[src/common/core_timer_regs.vh]
// register offsets, field positions and reset values for the core timer block
`ifndef CORE_TIMER_REGS_VH
`define CORE_TIMER_REGS_VH

`define ADDR_CORE_COUNT   4'h0
`define ADDR_CORE_CTRL    4'h1
`define ADDR_AUX_COUNT    4'h2
`define ADDR_AUX_CTRL     4'h3
`define ADDR_CAPTURE_RELOAD_REG       4'h4

// core control register fields
`define CC_ISEL_LSB   0
`define CC_MODE_LSB   3
`define CC_RUN        6
`define CC_UD         7
`define CC_UDE        8
`define CC_OTL        9
`define CC_OE         10
`define CC_BPS_LSB    11
`define CC_RELOAD     13
// auxiliary control register fields
`define AC_RUN        6
`define AC_RRS        10
`define AC_CAP_EN     11

`define MODE_TIMER    3'h0
`define MODE_COUNTER  3'h1
`define MODE_GATE_LO  3'h2
`define MODE_GATE_HI  3'h3

`define CORE_CTRL_RST 16'h0000
`define AUX_CTRL_RST  16'h0000
`define BASE_PRESCALE_LOG2 4'h2

`endif

[src/hdl/core_timer.v]
// core 16-bit timer with toggle latch, shadow latch and capture/reload
//
// Design decisions made here: strobed register access and the register offsets.
`timescale 1ns/100ps
`include "core_timer_regs.vh"
module core_timer #(
   parameter WIDTH = 16
) (
   input  wire             CLK,
   input  wire             ARST_N,
   input  wire [3:0]       ADDR,
   input  wire [15:0]      WDATA,
   input  wire             WR,
   input  wire             RD,
   output reg  [15:0]      RDATA,
   input  wire             TIMER_IN,
   input  wire             EXT_UPDOWN,
   input  wire             CAPTURE_IN,
   output reg              TOGGLE_OUT,
   output reg              OVER_UNDER,
   output reg              TOGGLE_LATCH,
   output reg              SHADOW_LATCH,
   output reg              AUX_RUN
);

   // two-stage synchronisers for pins
   reg [1:0] tin_sync_reg;
   reg [1:0] eud_sync_reg;
   reg [1:0] cap_sync_reg;
   reg       tin_last_reg;
   reg       cap_last_reg;

   reg [15:0] count_reg;
   reg [15:0] aux_count_reg;
   reg [15:0] capture_reload_reg_reg;
   reg [15:0] ctrl_reg;
   reg [15:0] aux_ctrl_reg;
   reg [11:0] pre_reg;
   reg        shadow_reg;

   wire [2:0] isel = ctrl_reg[`CC_ISEL_LSB+2:`CC_ISEL_LSB];
   wire [2:0] mode = ctrl_reg[`CC_MODE_LSB+2:`CC_MODE_LSB];
   wire [1:0] bps  = ctrl_reg[`CC_BPS_LSB+1:`CC_BPS_LSB];
   wire       run  = ctrl_reg[`CC_RUN];
   wire       tin  = tin_sync_reg[1];
   wire       eud  = eud_sync_reg[1];

   // log2 of overall prescale; block field has non-linear encoding
   function [3:0] pre_log2;
      input [1:0] b;
      input [2:0] i;
      reg   [1:0] bl;
      begin
         case (b)
            2'h1:    bl = 2'h0;
            2'h0:    bl = 2'h1;
            2'h3:    bl = 2'h2;
            default: bl = 2'h3;
         endcase
         pre_log2 = `BASE_PRESCALE_LOG2 + {2'h0, bl} + {1'h0, i};
      end
   endfunction

   // direction: updown_bit alone, or pin xor updown_bit
   wire count_down = ctrl_reg[`CC_UDE] ? (eud ^ ctrl_reg[`CC_UD])
                                       : ctrl_reg[`CC_UD];

   // prescaler tick: msb-selected wrap of a free counter
   wire [3:0] plog   = pre_log2(bps, isel);
   wire [11:0] pmask = (12'hFFF >> (4'hC - plog)) ;
   wire tick = ((pre_reg & pmask) == pmask);

   // edge selection in counter mode; 1xx reserved counts nothing
   wire rise = tin & ~tin_last_reg;
   wire fall = ~tin & tin_last_reg;
   reg  edge_hit;
   always @* begin
      case (isel)
         3'h1:    edge_hit = rise;
         3'h2:    edge_hit = fall;
         3'h3:    edge_hit = rise | fall;
         default: edge_hit = 1'b0;
      endcase
   end

   // step enable by mode; gate change only affects counting (no irq logic)
   reg step;
   always @* begin
      case (mode)
         `MODE_TIMER:   step = run & tick;
         `MODE_COUNTER: step = run & edge_hit;
         `MODE_GATE_LO,
         `MODE_GATE_HI: step = run & tick & (tin == mode[0]);
         default:       step = 1'b0;
      endcase
   end

   wire wrap = step & (count_down ? (count_reg == 16'h0000) : (count_reg == 16'hFFFF));
   wire wr_count = WR & (ADDR == `ADDR_CORE_COUNT);
   wire wr_ctrl  = WR & (ADDR == `ADDR_CORE_CTRL);
   wire cap_edge = cap_sync_reg[1] ^ cap_last_reg;

   // synchronisers and prescaler
   always @(posedge CLK or negedge ARST_N) begin
      if (!ARST_N) begin
         tin_sync_reg <= 2'h0;
         eud_sync_reg <= 2'h0;
         cap_sync_reg <= 2'h0;
         tin_last_reg <= 1'b0;
         cap_last_reg <= 1'b0;
         pre_reg      <= 12'h000;
      end else begin
         tin_sync_reg <= {tin_sync_reg[0], TIMER_IN};
         eud_sync_reg <= {eud_sync_reg[0], EXT_UPDOWN};
         cap_sync_reg <= {cap_sync_reg[0], CAPTURE_IN};
         tin_last_reg <= tin_sync_reg[1];
         cap_last_reg <= cap_sync_reg[1];
         pre_reg      <= pre_reg + 12'h001;
      end
   end

   // count, control, latches; cpu writes take priority over hardware
   always @(posedge CLK or negedge ARST_N) begin
      if (!ARST_N) begin
         count_reg     <= 16'h0000;
         aux_count_reg <= 16'h0000;
         capture_reload_reg_reg    <= 16'h0000;
         ctrl_reg      <= `CORE_CTRL_RST;
         aux_ctrl_reg  <= `AUX_CTRL_RST;
         shadow_reg    <= 1'b0;
      end else begin
         if (wr_count)
            count_reg <= WDATA;
         else if (wrap & ctrl_reg[`CC_RELOAD])
            count_reg <= capture_reload_reg_reg;
         else if (step)
            count_reg <= count_down ? count_reg - 16'h0001 : count_reg + 16'h0001;
         if (wr_ctrl) begin
            ctrl_reg   <= WDATA;
            shadow_reg <= WDATA[`CC_OTL];
         end else begin
            if (wrap)
               ctrl_reg[`CC_OTL] <= ~ctrl_reg[`CC_OTL];
            shadow_reg <= ctrl_reg[`CC_OTL];
         end
         if (WR & (ADDR == `ADDR_AUX_CTRL))
            aux_ctrl_reg <= WDATA;
         if (WR & (ADDR == `ADDR_AUX_COUNT))
            aux_count_reg <= WDATA;
         if (WR & (ADDR == `ADDR_CAPTURE_RELOAD_REG))
            capture_reload_reg_reg <= WDATA;
         else if (aux_ctrl_reg[`AC_CAP_EN] & cap_edge)
            capture_reload_reg_reg <= aux_count_reg;
      end
   end

   // registered outputs and read data
   always @(posedge CLK or negedge ARST_N) begin
      if (!ARST_N) begin
         RDATA        <= 16'h0000;
         TOGGLE_OUT   <= 1'b1;
         OVER_UNDER   <= 1'b0;
         TOGGLE_LATCH <= 1'b0;
         SHADOW_LATCH <= 1'b0;
         AUX_RUN      <= 1'b0;
      end else begin
         case (ADDR)
            `ADDR_CORE_COUNT: RDATA <= RD ? count_reg : 16'h0000;
            `ADDR_CORE_CTRL:  RDATA <= RD ? ctrl_reg : 16'h0000;
            `ADDR_AUX_COUNT:  RDATA <= RD ? aux_count_reg : 16'h0000;
            `ADDR_AUX_CTRL:   RDATA <= RD ? aux_ctrl_reg : 16'h0000;
            `ADDR_CAPTURE_RELOAD_REG:     RDATA <= RD ? capture_reload_reg_reg : 16'h0000;
            default:          RDATA <= 16'h0000;
         endcase
         // high level when disabled keeps external logic idle
         TOGGLE_OUT   <= ctrl_reg[`CC_OE] ? ctrl_reg[`CC_OTL] : 1'b1;
         OVER_UNDER   <= wrap;
         TOGGLE_LATCH <= ctrl_reg[`CC_OTL];
         SHADOW_LATCH <= shadow_reg;
         AUX_RUN      <= aux_ctrl_reg[`AC_RRS] ? run : aux_ctrl_reg[`AC_RUN];
      end
   end

endmodule // core_timer

[config.mk]
export PLATFORM = sky130hd
export DESIGN_NAME = core_timer
export DESIGN_NICKNAME = d
export VERILOG_FILES = /design/src/hdl/core_timer.v
export VERILOG_INCLUDE_DIRS = /design/src /design/src/common
export SDC_FILE = /design/constraint.sdc
export NUM_CORES = 1
export LEC_CHECK = 0
export BUFFER_PORTS_ARGS = -buffer_cell sky130_fd_sc_hd__buf_2
export CORE_UTILIZATION = 23
export DETAILED_ROUTE_END_ITERATION = 8
export GPL_TIMING_DRIVEN = 1
export PLACE_DENSITY = 0.35
export SLEW_MARGIN = 20
export SYNTH_ARGS = -nofsm -noshare
export SYNTH_HDL_FRONTEND = slang
export SYNTH_SLANG_ARGS = --single-unit
[constraint.sdc]
create_clock -name CLK -period 4.2 [get_ports CLK]
set_input_delay 0 -clock CLK [delete_from_list [all_inputs] [get_ports CLK]]
set_output_delay 0 -clock CLK [all_outputs]
set_load 0.02 [all_outputs]
# == Word level (Yosys, flattened, before mapping) ==
# Index checks and enable logic that the tools add are counted.
# W data, S select, Z words.
# totals
output_inout_bits,21
wordCells,91
regBits,122
input_bits,27
# op_classes
n_reduce_logical,8
addsub,6
muxes,22
n_bitwise,20
eq_ne,15
shift,1
# op_table
op,count
$mux W16,11
$pmux W16 S5,1
$add A16 B1 Y16 const B,1
$eq A16 B16 Y1 const B,1
$logic_not A16 Y1,1
$sub A16 B1 Y16 const B,1
$and A1 B1 Y1,13
$add A12 B1 Y12 const B,1
$and A12 B12 Y12,1
$eq A12 B12 Y1,1
$eq A3 B2 Y1 const B,4
$shr A12 B4 Y12 const A,1
$eq A4 B2 Y1 const B,2
$mux W1,7
$eq A3 B1 Y1 const B,2
$pmux W1 S3,2
$pmux W2 S3,1
$add A3 B3 Y4,1
$eq A4 B1 Y1 const B,1
$eq A4 B3 Y1 const B,1
$logic_not A4 Y1,1
$reduce_bool A2 Y1,2
$sub A4 B4 Y4 const A,1
$add A2 B2 Y3 const A,1
10 further kinds,13

# == Longest topological paths before layout ==
# Gate-level depths: netlist (run 1).
# logic_depth
ltp_word,15
mapped_depth,11
depth_no_buf,10

# == Least setup slack after synthesis (run 1) ==
# Ideal clock, no wire load.
# synth_path
path_type,reg-to-reg
start,register ctrl_reg[8]
end,register count_reg[14]
required_time_ps,4062
period_less_slack_ps,2793
arrival_ps,2656
setup_slack_ps,1407
stages_incl_launch_ff,11
setup_ps,138
path_cell_list,dfrtp_1 > a21bo_2 > nand2_1 > ha_1 > buf_6 > a2111o_1 > a31oi_2 > o21ai_2 > mux2_4 > a211oi_2 > o221ai_1
# synth_between
elab_chain_len,6
word_cells_on_any_way,9
# synth_lines
element,line,text
start: declaration,core_timer.v:36,reg [15:0] ctrl_reg;
start signal: assignment,core_timer.v:128,ctrl_reg <= `CORE_CTRL_RST;
start signal: indexed assignment,core_timer.v:143,ctrl_reg[`CC_OTL] <= ~ctrl_reg[`CC_OTL];
$mux W1 *,core_timer.v:65,wire count_down = ctrl_reg[`CC_UDE] ? (eud ^ ctrl_reg[`CC_UD])
$mux W1,core_timer.v:98,wire wrap = step & (count_down ? (count_reg == 16'h0000) : (count_reg == 16'hFFFF));
$and A1 B1 Y1,core_timer.v:98,
$and A1 B1 Y1,core_timer.v:134,else if (wrap & ctrl_reg[`CC_RELOAD])
$mux W16,core_timer.v:134,
$mux W16,core_timer.v:132,if (wr_count)
end signal: assignment,core_timer.v:135,count_reg <= capture_reload_reg_reg;
end signal: assignment,core_timer.v:137,count_reg <= count_down ? count_reg - 16'h0001 : count_reg + 16'h0001;
end: declaration,core_timer.v:33,reg [15:0] count_reg;
# Mark *: on every way between the ends. The rest lies on a longest branch, timed or not. The select of a mux whose other input is x is not followed.
# A chain may end at the register's enable or synchronous reset.

# == Worst setup path after layout (run 1) ==
# layout_path
start,register ctrl_reg[7]
end,register count_reg[15]
# layout_between
elab_chain_len,7
word_cells_on_any_way,10
# layout_lines
element,line
$xor A1 B1 Y1,core_timer.v:65
$mux W1 *,core_timer.v:65
$mux W1,core_timer.v:98
$and A1 B1 Y1,core_timer.v:98
$and A1 B1 Y1,core_timer.v:134
$mux W16,core_timer.v:134
$mux W16,core_timer.v:132
# Marks and branches as above.

==> results of run 1 <==
-- final cells by class --
type | instances | area share [%]
multi-input combinational | 413 | 41.1
sequential | 122 | 38.4
timing repair buffer | 75 | 6.30
tap | 378 | 5.94
clock buffer | 18 | 5.39
clock inverter | 14 | 2.29
inverter | 13 | 0.613
-- path summary, 6_finish.rpt --
path                              endpoint  slack (ps)  cells after the start
max                          count_reg[15]         890                      9
max reg2reg                  count_reg[15]         890                      9
max in group asynchronous     count_reg[5]        2910                      3
min reg2reg                   SHADOW_LATCH         350                      0
min in group asynchronous  eud_sync_reg[0]         210                      2
min                             shadow_reg          30                      3
-- synthesized netlist by cell type, types with 3 or more instances --
library cell / instances
o21ai_0: 25
xor2_1: 7
and2b_1: 3
o2111ai_1: 4
nor2_1: 12
nand2b_1: 6
a22oi_1: 16
and3_1: 8
dfrtp_1: 121
a21oi_1: 39
mux2_2: 52
nand2_1: 45
clkbuf_1: 13
a21o_1: 9
nand4_1: 5
xnor2_1: 14
buf_2: 8
inv_1: 13
a21boi_0: 3
nand3_1: 10
ha_1: 20
a222oi_1: 16
and2_1: 3
o211ai_1: 4
o21ai_1: 3
nor3_1: 5
nor2b_1: 4
a22o_1: 3
o22ai_1: 3
nor4_1: 7
o221ai_1: 5
mux2i_1: 28
-- layer usage --
| metal | track usage, % | up-vias | share of wire (%) |
|---|---|---|---|
| met4 | 5.25 | 0 | 2.0 |
| met5 | 0 | - | 0 |
| met3 | 2.37 | 23 | 4.0 |
| li1 | - | 2328 | - |
| met1 | 20.5 | 2541 | 48 |
| met2 | 22.1 | 127 | 46 |
-- layout by cell type (no fill, tap or decap), drive strengths merged, types with 4 or more instances in the layout --
cell type	count
o21ai	30
nand2b	6
clkbuf	18
o2111ai	4
nor3	5
a21o	9
nand2	46
a222oi	16
nand4	5
and3	8
dlygate4sd3	20
buf	55
mux2i	28
ha	20
inv	20
nand3	11
nor2	13
o221ai	5
a211oi	4
and2	4
xor2	7
nor4	8
o211ai	4
a22oi	17
mux2	55
dfrtp	121
xnor2	14
nor2b	4
a21oi	39
-- worst max-delay path: stages, from the launching register on --
cell and delay (ps):
dfrtp_1 410, a21bo_2 230, nand2_1 420, ha_1 550, o211ai_1 340, o211ai_1 210
a2111oi_2 510, nor4_1 120, nor4b_1 310, a21oi_1 90
-- repair_timing --
item                                    4_1_cts  5_1_grt
endpoints found under the setup margin        0        0
endpoints found under the hold margin       161        0
hold buffers                                 20        0
buffers inserted                              0        0
gates resized for setup                       0        0
-- metrics by stage --
step	cell area, µm²	power (mW)	hold slack [ps]
2_1_floorplan	6520	3.01	-296
3_3_place_gp	7150	3.56	109
3_5_place_dp	7150	3.58	112
4_1_cts	7960	5.18	17.5
5_1_grt	7960	5.44	48.1
6_report	7960	5.13	30.0
-- power by group through the flow --
stage	logic [mW]	registers (mW)	clock network (mW)
finish	1.78	1.81	1.54
global route	1.97	1.85	1.62
CTS	1.78	1.81	1.59
detailed placement	1.75	1.83	0
global placement	1.74	1.82	0
floorplan	1.34	1.66	0
-- kinds of logic after synthesis --
| family | Yosys count |
|---|---|
| buf+inv | 40 |
| compound gates | 161 |
| fa+ha+maj | 22 |
| xor+xnor | 22 |
| simple gates | 125 |
| flops | 122 |
| mux | 83 |
==> flow_summary.json, run 1 <==
{
  "yosys_most_used_dff": "dfrtp_1",
  "synth_edf_count": 0,
  "setup_viol": 0,
  "die_h_um": 170,
  "p_switching_mw": 1.92,
  "tightest_slew_ps": 1070,
  "setup_ws_ps": 886,
  "drtIter0Drc": 441,
  "intPower_mw": 3.21,
  "synth-xor-area-share_pct": 3.18,
  "route.vias.total": 5019,
  "multi_input_area_um2": 3270,
  "floorplan.initialDensity_pct": 23.4,
  "nFillCells": 2940,
  "cts_buffers": 17,
  "syn_avg_cell_area_um2": 11.3,
  "crit_path_end_kind": "register",
  "p_sw_share_pct": 37.5,
  "grt_max_degree": 85,
  "crit_required_ps": 4490,
  "synth_top_family_by_area": "compound AO/OA/AOI/OAI gates",
  "worst-path-max-fanout": 17,
  "synth_fa_ha_area_share_pct": 4.45,
  "synth_compound_area_share_pct": 18.0,
  "io_pins": 48,
  "synth_warnings": 0,
  "min_period_over_period_pct": 78.9,
  "pwr-share-comb_pct": 34.7,
  "wl_mm": 20.1,
  "cts-root-buf": "clkbuf_16",
  "yosysTopAreaCellShare_pct": 46.4,
  "dp_hpwl_mm": 14.1,
  "ant_nets": 0,
  "yosys.area_share.simple_pct": 10.7,
  "synth.mux.area_fraction_pct": 13.8,
  "totalNegativeSetupSlack_ps": 0,
  "vdd_drop_max_uv": 273,
  "power_frac_seq_pct": 35.2,
  "core_area_um2": 27900,
  "drc": 0,
  "clock.fmax_mhz": 302,
  "wire_per_inst_um": 19.4,
  "final_hold_viol_count": 0,
  "cts_buffer_depth": 2,
  "clock_latency_ps": 420,
  "fin_crit_ps": 3310,
  "hold_path.class": "in -> reg",
  "drv_slew": 0,
  "clkPwrFrac_pct": 30.1,
  "dr.pass1.iters": 7,
  "place_inst": 981,
  "final_cells": 1033,
  "yosys-top-cells-area": "dfrtp_1 46%, mux2_2 9.0%, mux2i_1 4.3%",
  "syn-cell-area_um2": 6520,
  "antenna_found_initial": 0,
  "clk_pin_slew_ps": 60,
  "viasPerCell": 4.86,
  "status": "complete, no violations",
  "arrival_ps": 3600,
  "cap_violations": 0,
  "antenna_cells": 0,
  "grt_pass1_vias": 5038,
  "die_area_um2": 29000,
  "port_buffers": 47,
  "grt_pass1_wl_mm": 31.2,
  "synthCells": 575,
  "chipWidth_um": 170,
  "fin_skew_ps": 9.54,
  "area_growth_pct": 22.1,
  "seq_area_um2": 3050,
  "nets": 691,
  "pre_cts_slack_ps": 917,
  "rsz0062_at_grt": "no",
  "critPathLaunch": "ctrl_reg[7]",
  "htree_levels": 4,
  "drive_gt1_share_pct": 24.3,
  "fp-row-count": 61,
  "grt_use_total_pct": 14.5,
  "slew_headroom_pct": 28.2,
  "synth_nets": 624,
  "gp_congestion": 0.760,
  "ys_ff_latch": 122,
  "async_flop_share_pct": 100,
  "hold_start": "WR",
  "tritoncts": "yes",
  "p_leak_nw": 3.42,
  "grt_overflow": 0,
  "p_per_area_nw_per_um2": 644,
  "reg2reg_from": "ctrl_reg[7]",
  "post-route-util_pct": 28.6,
  "yosysSeqAreaShare_pct": 46.8,
  "start_kind": "register",
  "cts_num_sinks": 122,
  "crit_type": "reg -> reg",
  "ys_types": 78,
  "yosysTopAreaCell": "dfrtp_1"
}
(Power assumes the default switching activity.)
==> run 2, diff against run 1 <==
- ABC_AREA: not set -> 1
- PLACE_DENSITY: 0.35 -> 0.36
- clock period: 4.2 -> 3 ns (I/O delays scaled with it)
==> flow_summary.json, run 2 <==
{
  "tightest_slew_ps": 1010,
  "drtIter0Drc": 354,
  "status": "complete, no violations",
  "hold_path.class": "in -> reg",
  "ys_types": 41,
  "die_area_um2": 29300,
  "dp_hpwl_mm": 15.8,
  "intPower_mw": 4.14,
  "final_cell_mix": "243 x nand2_1, 121 x dfrtp_1, 96 x inv_1, 56 x nand3_1, 53 x o21ai_0",
  "synthCells": 823,
  "wire_per_inst_um": 16.8,
  "worst-path-max-fanout": 16,
  "htree_levels": 4,
  "cts_buffer_depth": 2,
  "area_growth_pct": 24.6,
  "cap_violations": 0,
  "route.vias.total": 5709,
  "p_switching_mw": 2.65,
  "drv_slew": 0,
  "drc": 0,
  "grt_max_degree": 81,
  "yosys_most_used_dff": "dfrtp_1",
  "arrival_ps": 3110,
  "wl_met2_mm": 9.67,
  "drive_gt1_share_pct": 13.6,
  "top_layer_used": "met4",
  "report.power.total_mw": 6.79,
  "setup_ws_ps": 192,
  "antenna_found_initial": 0,
  "antenna_cells": 0,
  "nets": 952,
  "io_pins": 48,
  "fin_crit_ps": 2810,
  "final_common_cell": "nand2_1",
  "clock_latency_ps": 420,
  "start_kind": "register",
  "slew_headroom_pct": 32.5,
  "yosysTopAreaCellShare_pct": 46.0,
  "async_flop_share_pct": 100,
  "clock.fmax_mhz": 356,
  "setup_viol": 0,
  "viasPerCell": 4.41,
  "power_frac_seq_pct": 35.1,
  "port_buffers": 47,
  "cts_buffers": 17,
  "pwr-share-comb_pct": 34.2,
  "reg2reg_setup_slack_ps": 190,
  "core_area_um2": 27900,
  "crit_type": "reg -> reg",
  "dr.pass1.iters": 5,
  "hold_start": "RD",
  "ant_nets": 0,
  "grt_pass1_vias": 5686,
  "final_hold_viol_count": 0,
  "route.met3.wl_um": 544,
  "grt_overflow": 0,
  "rsz0062_at_grt": "no",
  "gp_congestion": 0.781,
  "clk_pin_slew_ps": 60,
  "floorplan.initialDensity_pct": 23.5,
  "cts_num_sinks": 122,
  "tritoncts": "yes",
  "synth_edf_count": 0,
  "pre_cts_slack_ps": 140,
  "syn-cell-area_um2": 6580,
  "crit_required_ps": 3310,
  "clkPwrFrac_pct": 30.7,
  "min_period_over_period_pct": 93.6,
  "synth_nets": 872,
  "totalNegativeSetupSlack_ps": 0,
  "yosysTopAreaCell": "dfrtp_1",
  "critPathLaunch": "ctrl_reg[1]",
  "yosys-top-cells-area": "dfrtp_1 46%, nand2_1 14%, inv_1 5.5%",
  "met1_length_mm": 11.3,
  "yosysMostFrequentCell": "nand2_1",
  "die_h_um": 171,
  "grt_use_total_pct": 15.7,
  "syn_avg_cell_area_um2": 7.99,
  "synth_common_cells": "245 x nand2_1, 121 x dfrtp_1, 97 x inv_1",
  "ys_ff_latch": 122,
  "wl_mm": 21.7,
  "yosysSeqAreaShare_pct": 46.4,
  "fp-row-count": 61,
  "p_per_area_nw_per_um2": 828,
  "cts-root-buf": "clkbuf_16",
  "crit_path_end_kind": "register",
  "reg2reg_from": "ctrl_reg[1]",
  "p_leak_nw": 3.93,
  "grt_pass1_wl_mm": 34.4,
  "synth_warnings": 0,
  "p_sw_share_pct": 39.0,
  "fin_skew_ps": 10.6,
  "vdd_drop_max_uv": 403,
  "chipWidth_um": 171
}
[run 2: cell types whose count changed after synthesis, moves of 28 or more]
cell / before / now
mux2_2: 52 / 1
nand3_1: 10 / 56
nor2_1: 12 / 41
nand2_1: 45 / 245
inv_1: 13 / 97
mux2i_1: 28 / 0
o21ai_0: 25 / 53
[run 2: cell type report]
type                            count  area (µm²)
Clock inverter                     13         146
Tap cell                          378         473
Clock buffer                       19         453
Sequential cell                   122        3050
Timing Repair Buffer               89         644
Multi-Input combinational cell    566        3020
Fill cell                        3054       19700
Inverter                          107         402
[run 2: per-stage QoR]
step	utilization [%]	instances	area (µm²)	hold WS [ps]
3_5_place_dp	26.3	1239	7340	111
6_report	29.3	1294	8190	97.3
2_1_floorplan	-	823	6580	-296
5_1_grt	29.3	1294	8190	139
3_3_place_gp	26.3	1239	7340	110
4_1_cts	29.1	1291	8140	100
[run 2: path summary, 6_finish.rpt]
path | cells after the start | endpoint
max in group asynchronous | 3 | capture_reload_reg_reg[13]
worst min register to register | 0 | cap_sync_reg[1]
min in group asynchronous | 2 | RDATA[11]
worst max-delay path | 16 | count_reg[9]
worst max register to register | 16 | count_reg[9]
worst min-delay path | 4 | RDATA[14]
[run 2: critical path, cell delays in order, from the launching register on]
cell	delay (ps)
dfrtp_1	340
inv_1	50
ha_1	290
ha_2	190
fa_2	620
nand2_1	70
nand3_1	80
nand2_1	60
nor2_1	110
nand2_1	60
nand2_1	70
nand2_2	100
a21oi_4	230
buf_12	160
nand4_1	110
nand3_1	100
nand2_1	50
[run 2: cells by family (layout without fill, tap and decap cells)]
kind of cell	Yosys count	count (layout)	synth area share [%]
fa+ha+maj	22	22	4.41
mux	1	1	0.171
compound gates	131	131	12.5
buf+inv	136	228	8.12
xor+xnor	22	22	2.93
flops	122	122	46.4
simple gates	389	390	25.4
[run 2: power groups by stage]
| stage | Combinational [mW] | Sequential (mW) | Clock (mW) |
|---|---|---|---|
| after floorplan | 1.64 | 2.27 | 0 |
| after global placement | 2.30 | 2.41 | 0 |
| after detailed placement | 2.28 | 2.41 | 0 |
| after CTS | 2.31 | 2.38 | 2.14 |
| after global routing | 2.67 | 2.43 | 2.21 |
| final | 2.32 | 2.38 | 2.08 |
[run 2: repair_timing]
action / in CTS / in global routing
endpoints found under the setup margin: 0 / 15
resized for setup: 0 / 5
buffers inserted: 0 / 2
hold endpoints to repair: 143 / 0
hold buffers: 20 / 0
[run 2: routing by layer]
metal,vias up,GRT usage (%)
met4,0,3.84
met1,2721,23.2
met5,-,0
li1,2886,-
met3,10,2.22
met2,92,23.8
